$ cat src/core/supply_status_pkg.sv
// constants and carriers for the supply status and event mask register
// ----------------------------------------------------------------------
// ----------------------------------------------------------------------
package supply_status_pkg;
    localparam logic [7:0] STATUS_ADDR = 8'h07;
    localparam logic [7:0] STATUS_RESET = 8'h40;
    localparam int ATTACHED_BIT = 7;
    localparam int PGOOD_BIT = 6;
    localparam int FAIL_BIT = 5;
    localparam int RSVD_BIT = 4;
    localparam int MASK_ATTACH_BIT = 3;
    localparam int MASK_PGOOD_BIT = 2;
    localparam int MASK_FAIL_BIT = 1;
    localparam logic [2:0] MASK_RESET = 3'h0;
    localparam longint CLK_HZ = 40_000_000;
    localparam longint RETRY_S = 2;
    localparam int RETRY_CYC = int'(RETRY_S * CLK_HZ);
    localparam longint PULSE_US = 10;
    localparam int PULSE_CYC = int'((PULSE_US * CLK_HZ + 999_999) / 1_000_000);

    // register access from the serial interface engine
    typedef struct packed {
        logic rd;
        logic wr;
        logic [7:0] addr;
        logic [7:0] wdata;
    } reg_req_s;

    // analog supply comparators
    typedef struct packed {
        logic present;
        logic in_range;
        logic overvoltage;
    } supply_sense_s;

    typedef enum logic [1:0] {ST_IDLE, ST_CHECK, ST_ATTACHED, ST_FAILED} valid_state_e;
endpackage

$ cat src/core/supply_status_interrupt_reg.sv
// supply status and event mask register with validation sequencer
`timescale 1ns/1ps
`default_nettype none
module supply_status_interrupt_reg #(
    parameter int RETRY_CYCLES = supply_status_pkg::RETRY_CYC,
    parameter int PULSE_CYCLES = supply_status_pkg::PULSE_CYC
) (
    input wire logic i_ref_clk,
    input wire logic i_arst_n,
    input wire supply_status_pkg::reg_req_s i_reg_req,
    output logic [7:0] o_reg_rdata,
    input wire supply_status_pkg::supply_sense_s i_sense,
    output logic o_power_good_n,
    output logic o_int_pulse,
    output logic o_global_int
);
    import supply_status_pkg::*;

    localparam int RW = $clog2(RETRY_CYCLES + 1);
    localparam int PW = $clog2(PULSE_CYCLES + 1);
    localparam logic [RW-1:0] RETRY_LAST = RW'(RETRY_CYCLES - 1);
    localparam logic [PW-1:0] PULSE_LOAD = PW'(PULSE_CYCLES);

    // ------------------------------------------------------------------
    // input synchronisers
    // ------------------------------------------------------------------
    logic [2:0] sync1_q;
    logic [2:0] sync2_q;
    logic present_s;
    logic in_range_s;
    logic ovp_s;

    // comparators are asynchronous to the clock, two flops each
    always_ff @(posedge i_ref_clk or negedge i_arst_n) begin
        if (!i_arst_n) begin
            sync1_q <= 3'h0;
            sync2_q <= 3'h0;
        end else begin
            sync1_q <= i_sense;
            sync2_q <= sync1_q;
        end
    end
    assign present_s = sync2_q[2];
    assign in_range_s = sync2_q[1];
    assign ovp_s = sync2_q[0];

    // ------------------------------------------------------------------
    // validation sequencer
    // ------------------------------------------------------------------
    valid_state_e state_q, state_d;
    logic [RW-1:0] retry_q, retry_d;
    logic attached_q, attached_d;

    // overvoltage is only looked at through in_range during a check
    always_comb begin
        state_d = state_q;
        retry_d = retry_q;
        attached_d = attached_q;
        case (state_q)
            ST_IDLE: begin
                if (present_s) begin
                    state_d = ST_CHECK;
                end
            end
            ST_CHECK: begin
                retry_d = '0;
                if (!present_s) begin
                    state_d = ST_IDLE;
                end else if (in_range_s) begin
                    state_d = ST_ATTACHED;
                    attached_d = 1'b1;
                end else begin
                    state_d = ST_FAILED;
                end
            end
            ST_ATTACHED: begin
                // no exit on overvoltage once validated
                if (!present_s) begin
                    state_d = ST_IDLE;
                    attached_d = 1'b0;
                end
            end
            ST_FAILED: begin
                if (!present_s) begin
                    state_d = ST_IDLE;
                end else if (retry_q == RETRY_LAST) begin
                    state_d = ST_CHECK;
                end else begin
                    retry_d = retry_q + RW'(1);
                end
            end
            default: begin
                state_d = ST_IDLE;
                attached_d = 1'b0;
            end
        endcase
    end

    always_ff @(posedge i_ref_clk or negedge i_arst_n) begin
        if (!i_arst_n) begin
            state_q <= ST_IDLE;
            retry_q <= '0;
            attached_q <= 1'b0;
        end else begin
            state_q <= state_d;
            retry_q <= retry_d;
            attached_q <= attached_d;
        end
    end

    // ------------------------------------------------------------------
    // status bits, masks and read port
    // ------------------------------------------------------------------
    logic fail_q, fail_d;
    logic pgood_n_q, pgood_n_d;
    logic [2:0] mask_q, mask_d;
    logic [7:0] rdata_q, rdata_d;
    logic [2:0] ev;
    logic fail_set;
    logic hit_rd;
    logic [7:0] status_word;
    logic hit_wr;
    logic [2:0] wmask;

    assign fail_set = (state_q == ST_CHECK) && present_s && !in_range_s;
    assign hit_rd = i_reg_req.rd && (i_reg_req.addr == STATUS_ADDR);
    // write decode shared by the mask path and its check
    assign hit_wr = i_reg_req.wr && (i_reg_req.addr == STATUS_ADDR);
    assign wmask = i_reg_req.wdata[MASK_ATTACH_BIT:MASK_FAIL_BIT];

    // read-back; reserved bits 4 and 0 tie low
    always_comb begin
        status_word = 8'h00;
        status_word[ATTACHED_BIT] = attached_q;
        status_word[PGOOD_BIT] = pgood_n_q;
        status_word[FAIL_BIT] = fail_q;
        status_word[MASK_ATTACH_BIT] = mask_q[2];
        status_word[MASK_PGOOD_BIT] = mask_q[1];
        status_word[MASK_FAIL_BIT] = mask_q[0];
    end

    // a failure in the read cycle wins over the read clear
    always_comb begin
        fail_d = fail_q;
        if (fail_set) begin
            fail_d = 1'b1;
        end else if (hit_rd) begin
            fail_d = 1'b0;
        end
        pgood_n_d = ~attached_q;
        mask_d = mask_q;
        if (hit_wr) begin
            mask_d = wmask;
        end
        rdata_d = rdata_q;
        if (i_reg_req.rd) begin
            rdata_d = (i_reg_req.addr == STATUS_ADDR) ? status_word : 8'h00;
        end
    end

    always_ff @(posedge i_ref_clk or negedge i_arst_n) begin
        if (!i_arst_n) begin
            fail_q <= 1'b0;
            pgood_n_q <= STATUS_RESET[PGOOD_BIT];
            mask_q <= MASK_RESET;
            rdata_q <= 8'h00;
        end else begin
            fail_q <= fail_d;
            pgood_n_q <= pgood_n_d;
            mask_q <= mask_d;
            rdata_q <= rdata_d;
        end
    end

    // ------------------------------------------------------------------
    // event detection and indicator pulse
    // ------------------------------------------------------------------
    logic [PW-1:0] pulse_q, pulse_d;
    logic pulse_on_q, pulse_on_d;
    logic gint_q, gint_d;
    logic trig;

    // events line up with mask bits 3:1
    assign ev[2] = attached_d && !attached_q;
    assign ev[1] = pgood_n_d != pgood_n_q;
    assign ev[0] = fail_set && !fail_q;
    assign trig = |(ev & ~mask_q);

    // retrigger restarts the width so a burst gives one long pulse
    always_comb begin
        pulse_d = pulse_q;
        if (trig) begin
            pulse_d = PULSE_LOAD;
        end else if (pulse_q != '0) begin
            pulse_d = pulse_q - PW'(1);
        end
        pulse_on_d = pulse_d != '0;
        gint_d = |ev;
    end

    always_ff @(posedge i_ref_clk or negedge i_arst_n) begin
        if (!i_arst_n) begin
            pulse_q <= '0;
            pulse_on_q <= 1'b0;
            gint_q <= 1'b0;
        end else begin
            pulse_q <= pulse_d;
            pulse_on_q <= pulse_on_d;
            gint_q <= gint_d;
        end
    end

    // pins come straight from flops so no counter decode can glitch them
    assign o_reg_rdata = rdata_q;
    assign o_power_good_n = pgood_n_q;
    assign o_int_pulse = pulse_on_q;
    assign o_global_int = gint_q;
endmodule
`default_nettype wire

$ cat config.mk
export PLATFORM = sky130hd
export DESIGN_NAME = supply_status_interrupt_reg
export DESIGN_NICKNAME = d
export VERILOG_FILES = /design/src/core/supply_status_pkg.sv /design/src/core/supply_status_interrupt_reg.sv
export SDC_FILE = /design/constraint.sdc
export NUM_CORES = 1
export LEC_CHECK = 0
export ABC_CLOCK_PERIOD_IN_PS = 5750
export BUFFER_PORTS_ARGS = -buffer_cell sky130_fd_sc_hd__buf_2
export CAP_MARGIN = 15
export CORE_MARGIN = 2
export CORE_UTILIZATION = 50
export CTS_CLUSTER_SIZE = 8
export DETAILED_ROUTE_END_ITERATION = 10
export MAX_ROUTING_LAYER = met4
export PLACE_DENSITY = 0.7
export SETUP_SLACK_MARGIN = 0.4
export SYNTH_ARGS = -nofsm -noshare
export SYNTH_HDL_FRONTEND = slang
export SYNTH_SLANG_ARGS = --single-unit
$ cat constraint.sdc
create_clock -name i_ref_clk -period 5.75 [get_ports i_ref_clk]
set_clock_uncertainty 0.2 [all_clocks]
set_input_delay 0.575 -clock i_ref_clk [delete_from_list [all_inputs] [get_ports i_ref_clk]]
set_output_delay 0.575 -clock i_ref_clk [all_outputs]
set_load 0.01 [all_outputs]
# ---- After elaboration in Yosys (flattened, before gate mapping)
# Index checks and enable logic that the tools add are counted.
dict set report totals {
  out_inout_bits 11
  reg_bits 60
  word_cells 65
  in_bits 23
}
dict set report classes {
  addsub 2
  eq_ne 11
  reduce_logical 18
  n_mux 19
  bitwise 3
}
# cell count
set ops {}
lappend ops {{two-way mux 27 bit} 2}
lappend ops {{one-hot mux 27 bit (2 select lines)} 1}
lappend ops {{adder 27 x 1 -> 27 bit, second input constant} 1}
lappend ops {{== test 27 bit, second input constant} 1}
lappend ops {{two-way mux 9 bit} 2}
lappend ops {{nonzero test 9 bit} 2}
lappend ops {{two-way mux 2 bit} 5}
lappend ops {{subtractor 9 x 1 -> 9 bit, second input constant} 1}
lappend ops {{== test 8 x 3 -> 1 bit, second input constant} 1}
lappend ops {{two-way mux 8 bit} 1}
lappend ops {{!= test 2 bit, second input constant} 4}
lappend ops {{one-hot mux 2 bit (4 select lines)} 1}
lappend ops {{logical AND 1 bit} 6}
lappend ops {{two-way mux 1 bit} 6}
lappend ops {{AND reduction 3 bit} 2}
lappend ops {{OR reduction 3 bit} 2}
lappend ops {{== test 2 bit, second input constant} 2}
lappend ops {{nonzero test 2 bit} 2}
lappend ops {{bitwise AND 3 bit} 1}
lappend ops {{logical NOT 1 bit} 3}
lappend ops {{!= test 3 bit, second input constant} 1}
lappend ops {{NOT 3 bit} 1}
lappend ops {{== test 2 x 1 -> 1 bit, second input constant} 1}
lappend ops {{logical NOT 2 bit} 1}
lappend ops {{other kinds (3)} 3}

# ---- Logic depth before layout (Yosys ltp)
dict set report logic_depth {
  word_depth 8
  mapped_depth 7
  depth_no_buf 7
}

# ---- Worst setup path after synthesis
# No wires, ideal clock.
dict set report synth_path {
  path_type {flip-flop to flip-flop}
  start {reg pulse_q[0]}
  end {reg pulse_on_q (netlist: o_int_pulse)}
  t_required_ns 5.411
  stages_incl_launch_ff 8
  synth_period_minus_slack_ns 2.100
  arrival_time_ns 1.761
  setup_slack_ns 3.650
  setup_time_ns 0.139
  n_path_buf 0
  path_cell_list {dfrtp_1 > inv_1 > ha_1 > nor2b_1 > nand3_2 > nor3_1 > a31oi_1 > or4_1}
}
dict set report synth_between {
  elab_chain_len 4
  elab_cells_between_ends 5
  cone_classes {1 x add/sub; 2 x mux; 2 x reduce/logical}
}
# element line
set synth_rtl {}
lappend synth_rtl {{start, declared} supply_status_interrupt_reg.sv:178} ;# logic [PW-1:0] pulse_q, pulse_d;
lappend synth_rtl {{start signal, assigned} supply_status_interrupt_reg.sv:207} ;# pulse_q <= pulse_d;
lappend synth_rtl {{subtractor 9 x 1 -> 9 bit or nonzero test 9 bit (tied branches)} {supply_status_interrupt_reg.sv:195, supply_status_interrupt_reg.sv:194}}
lappend synth_rtl {{two-way mux 9 bit (*)} supply_status_interrupt_reg.sv:194} ;# end else if (pulse_q != '0) begin
lappend synth_rtl {{two-way mux 9 bit (*)} supply_status_interrupt_reg.sv:192} ;# if (trig) begin
lappend synth_rtl {{nonzero test 9 bit (*)} supply_status_interrupt_reg.sv:197} ;# pulse_on_d = pulse_d != '0;
lappend synth_rtl {{net pulse_on_d} supply_status_interrupt_reg.sv:179} ;# logic pulse_on_q, pulse_on_d;
lappend synth_rtl {{end signal, assigned} supply_status_interrupt_reg.sv:208} ;# pulse_on_q <= pulse_on_d;
lappend synth_rtl {{end, declared} supply_status_interrupt_reg.sv:179}
# Mark *: on every way through the listed nets, which the timed path passes. The rest lies on a longest branch.
# A chain may end at the register's enable or synchronous reset.

# ---- Worst setup path after layout
dict set report layout_path {
  start {reg retry_q[5]}
  end {reg retry_q[21]}
}
dict set report layout_between {
  elab_chain_len 4
  elab_cells_between_ends 7
  cone_classes {1 x add/sub; 2 x eq/ne; 3 x mux; 1 x reduce/logical}
}
# element line
set layout_rtl {}
lappend layout_rtl {{start, declared} supply_status_interrupt_reg.sv:51} ;# logic [RW-1:0] retry_q, retry_d;
lappend layout_rtl {{start signal, assigned} supply_status_interrupt_reg.sv:106} ;# retry_q <= retry_d;
lappend layout_rtl {{adder 27 x 1 -> 27 bit} supply_status_interrupt_reg.sv:89} ;# retry_d = retry_q + RW'(1);
lappend layout_rtl {{two-way mux 27 bit} supply_status_interrupt_reg.sv:86} ;# end else if (retry_q == RETRY_LAST) begin
lappend layout_rtl {{two-way mux 27 bit} supply_status_interrupt_reg.sv:84} ;# if (!present_s) begin
lappend layout_rtl {{one-hot mux 27 bit (2 select lines)} supply_status_interrupt_reg.sv:59} ;# case (state_q)
# Parallel ways exist; a longest one is shown, timed or not. The select of a mux whose other input is x is not followed.

==> impl_results.md <==
* Status: complete, no violations
* Detail Placement HPWL at 3.987 mm
* Antenna cells at 0
* Clk buf depth at 2
* Ports at 34
* GRT Util Overall at 19.56%
* CTS Root Cell: clkbuf_8
* Antenna violations before repair at 0
* Pre-antenna DRT Iters at 5
* # Post-CTS Setup Buffers at 0
* Minimum clock period at 2.579 ns
* 1st-iter DRT viols at 127
* Synth top area cells: dfrtp_1 47%, nand2_1 5.0%, xor2_1 4.7%
* # DRC at 0
* # setup viols final at 0
* Lkg Pwr at 1.419 nW
* Post-synth top area share at 46.65%
* Core area at 5608 um^2
* CP most frequent cell: nand4_1
* Initial core utilization at 52.61%
* Primary FF master, synth: dfrtp_1
* First-pass GRT wire length at 9.687 mm
* Clock Latency Late Sink at 0.30 ns
* Largest net degree at the start of global routing at 57
* Final hold vios at 0
* Fill count at 521
* Critical-path top delay cell: nor4_2
* Standard-cell rows at 27
* Netlist Area Pre-Place at 2950 um^2
* Max-slew violation count at 0
* Final #Nets at 359
* Vias at 2253
* Wire per inst at 14.07 um
* Worst EP arrival at 2.62 ns
* Most common cell after layout, fill and taps aside: dfrtp_1
* Final period util at 44.85%
* Combinational Power Share at 31.3%
* Netlist cell types at 58
* F_max at 0.3877 GHz
* Clock sinks at 56
* Hold/Removal Path Class: reg2reg
* Worst path cell trace: nand4_1 -> nor4_2 -> nand4_1 -> or3_1 -> a21oi_2
* CTS tree: done
* ANT nets after route at 0
* Share of layout cells above drive strength 1 at 17.63%
* Syn avg cell area at 9.705 um^2
* Critical path data required time at 5.79 ns
* Pint at 0.6544 mW
* Clock network power share at 20.0%
* CTS H-tree lvls at 2
* VDD IR-drop max at 0.1970 mV
* Reg clk slew, reported paths at 0.10 ns
* Die Span X at 80.82 um
* Post-Synthesis Cells at 304
* Vias in the first global route at 2070
* Seq/Total Area, Yosys at 47.54%
* Max_cap viols at 0
* Post-CTS Hold Fix Bufs at 0
* Final Wtd Congestion at 0.8246
* Critical path type: reg2reg
* Die Height at 80.82 um
* CTS Buf Count at 5
* Crit end category: flip-flop
* PortBufs at 25
* Setup TNS at 0 ns
* Final wirelength at 5.644 mm
* Sw frac at 37.67%
* Most frequent cells in the layout: 55 x dfrtp_1, 39 x nand2_1, 27 x nor2_1
* DIE AREA at 6531 um^2
* Vias per inst at 5.618
* Post-CTS resize count at 0
* Syn. warnings at 0
* FFs w/ async S/R, synth at 100.0%
* Switch Pwr at 0.3956 mW
* FF+latch count, synth at 56
* PD cells at 328.1 nW/um^2
* Worst-Margin Slew at 1.023 ns
* Max_slew headroom at 31.26%
* RSZ-0062 raised after global routing: false
* Worst-path maximum fanout at 12
* Post-synth EDFFs at 0
* Post-synth top area cell: dfrtp_1
* Grt total ovfl at 0
* Flop pwr share at 48.7%
* Crit path launch type: flip-flop
* Util after Layout at 57.07%
* Crit-path max cell delay at 0.93 ns
* Area grow syn2layout at 8.482%
[synth_stat cells, drive strengths merged, types with 2 or more instances]
master	n
dfrtp	55
nand2	40
nor2	27
o21ai	19
nand3	18
xor2	16
inv	14
nand4	11
a21oi	9
ha	8
nor3	8
o211ai	8
or4	8
nor4	7
buf	5
clkbuf	5
mux2	5
mux2i	4
a31oi	3
and2	3
nand2b	3
nor2b	3
or3	3
and4	2
nor4b	2
o22ai	2
[per-stage QoR]
stage	setup WS (ns)	instance area (um^2)	std cells	hold WS [ns]	total power, mW
2_1_floorplan	3.650	2954	305	0.07941	0.7667
3_3_place_gp	3.263	3112	393	0.1318	0.8356
3_5_place_dp	3.216	3112	393	0.1404	0.8471
4_1_cts	3.211	3201	401	0.1594	1.061
5_1_grt	2.939	3201	401	0.1439	1.134
6_report	3.171	3201	401	0.1582	1.050
[critical path: cells and delay by family, from the launching register on]
family | cells | cell delay [ns]
compound gates | 1 | 0.13
flops | 1 | 0.46
simple gates | 4 | 1.72
[path summary, 6_finish.rpt]
kind                       startpoint           to  cells after the start  slack [ns]
setup / recovery           retry_q[5]  retry_q[21]                      5        3.17
hold / removal             sync1_q[1]   sync2_q[1]                      0        0.16
setup reg to reg           retry_q[5]  retry_q[21]                      5        3.17
hold reg to reg            sync1_q[1]   sync2_q[1]                      0        0.16
max in group asynchronous    i_arst_n   attached_q                      2        4.69
min in group asynchronous    i_arst_n  retry_q[18]                      2        0.19
[metal layers]
metal	share of wire [%]	wire length, um	GRT usage (%)	vias to the layer above
met1	50	2804	27.37	1088
li1	-	-	-	1124
met2	47	2643	28.93	35
met4	0.97	55	5.932	0
met3	2.5	140	4.000	6
met5	0	0	-	-
[sequential cells by signal, indices dropped and copies added, names as in the netlist]
register,flops
pulse_q,9
o_reg_rdata,6
state_q,2
attached_q,1
fail_q,1
o_power_good_n,1
retry_q,27
o_global_int,1
sync1_q,2
mask_q,3
sync2_q,2
o_int_pulse,1
[cell families (layout without fill, tap and decap cells)]
group	count (synthesis)	in the layout	synth area share (%)
mux	9	9	3.265
compound gates	47	47	9.839
other cells	1	2	0.1271
flops	56	56	47.54
simple gates	142	142	26.80
xor+xnor	17	17	5.047
fa+ha+maj	8	8	3.393
buf+inv	24	48	3.986
[power groups by stage]
| stage | combinational [mW] | sequential, mW | clock, mW |
|---|---|---|---|
| final | 0.329 | 0.511 | 0.210 |
| after global routing | 0.377 | 0.522 | 0.235 |
| after CTS | 0.331 | 0.511 | 0.219 |
| after detailed placement | 0.329 | 0.518 | 0 |
| after global placement | 0.321 | 0.514 | 0 |
| after floorplan | 0.262 | 0.505 | 0 |
[cell type report]
type | count | area, um^2 | share of cell area [%]
timing repair buffer | 26 | 132.6 | 4.144
clock inverter | 2 | 16.27 | 0.5082
inverter | 14 | 52.55 | 1.642
multi-input combinational | 225 | 1434 | 44.80
sequential | 56 | 1403 | 43.82
tap | 72 | 90.09 | 2.815
clock buffer | 6 | 72.57 | 2.267
No activity file was read; power rests on OpenSTA's default activity.
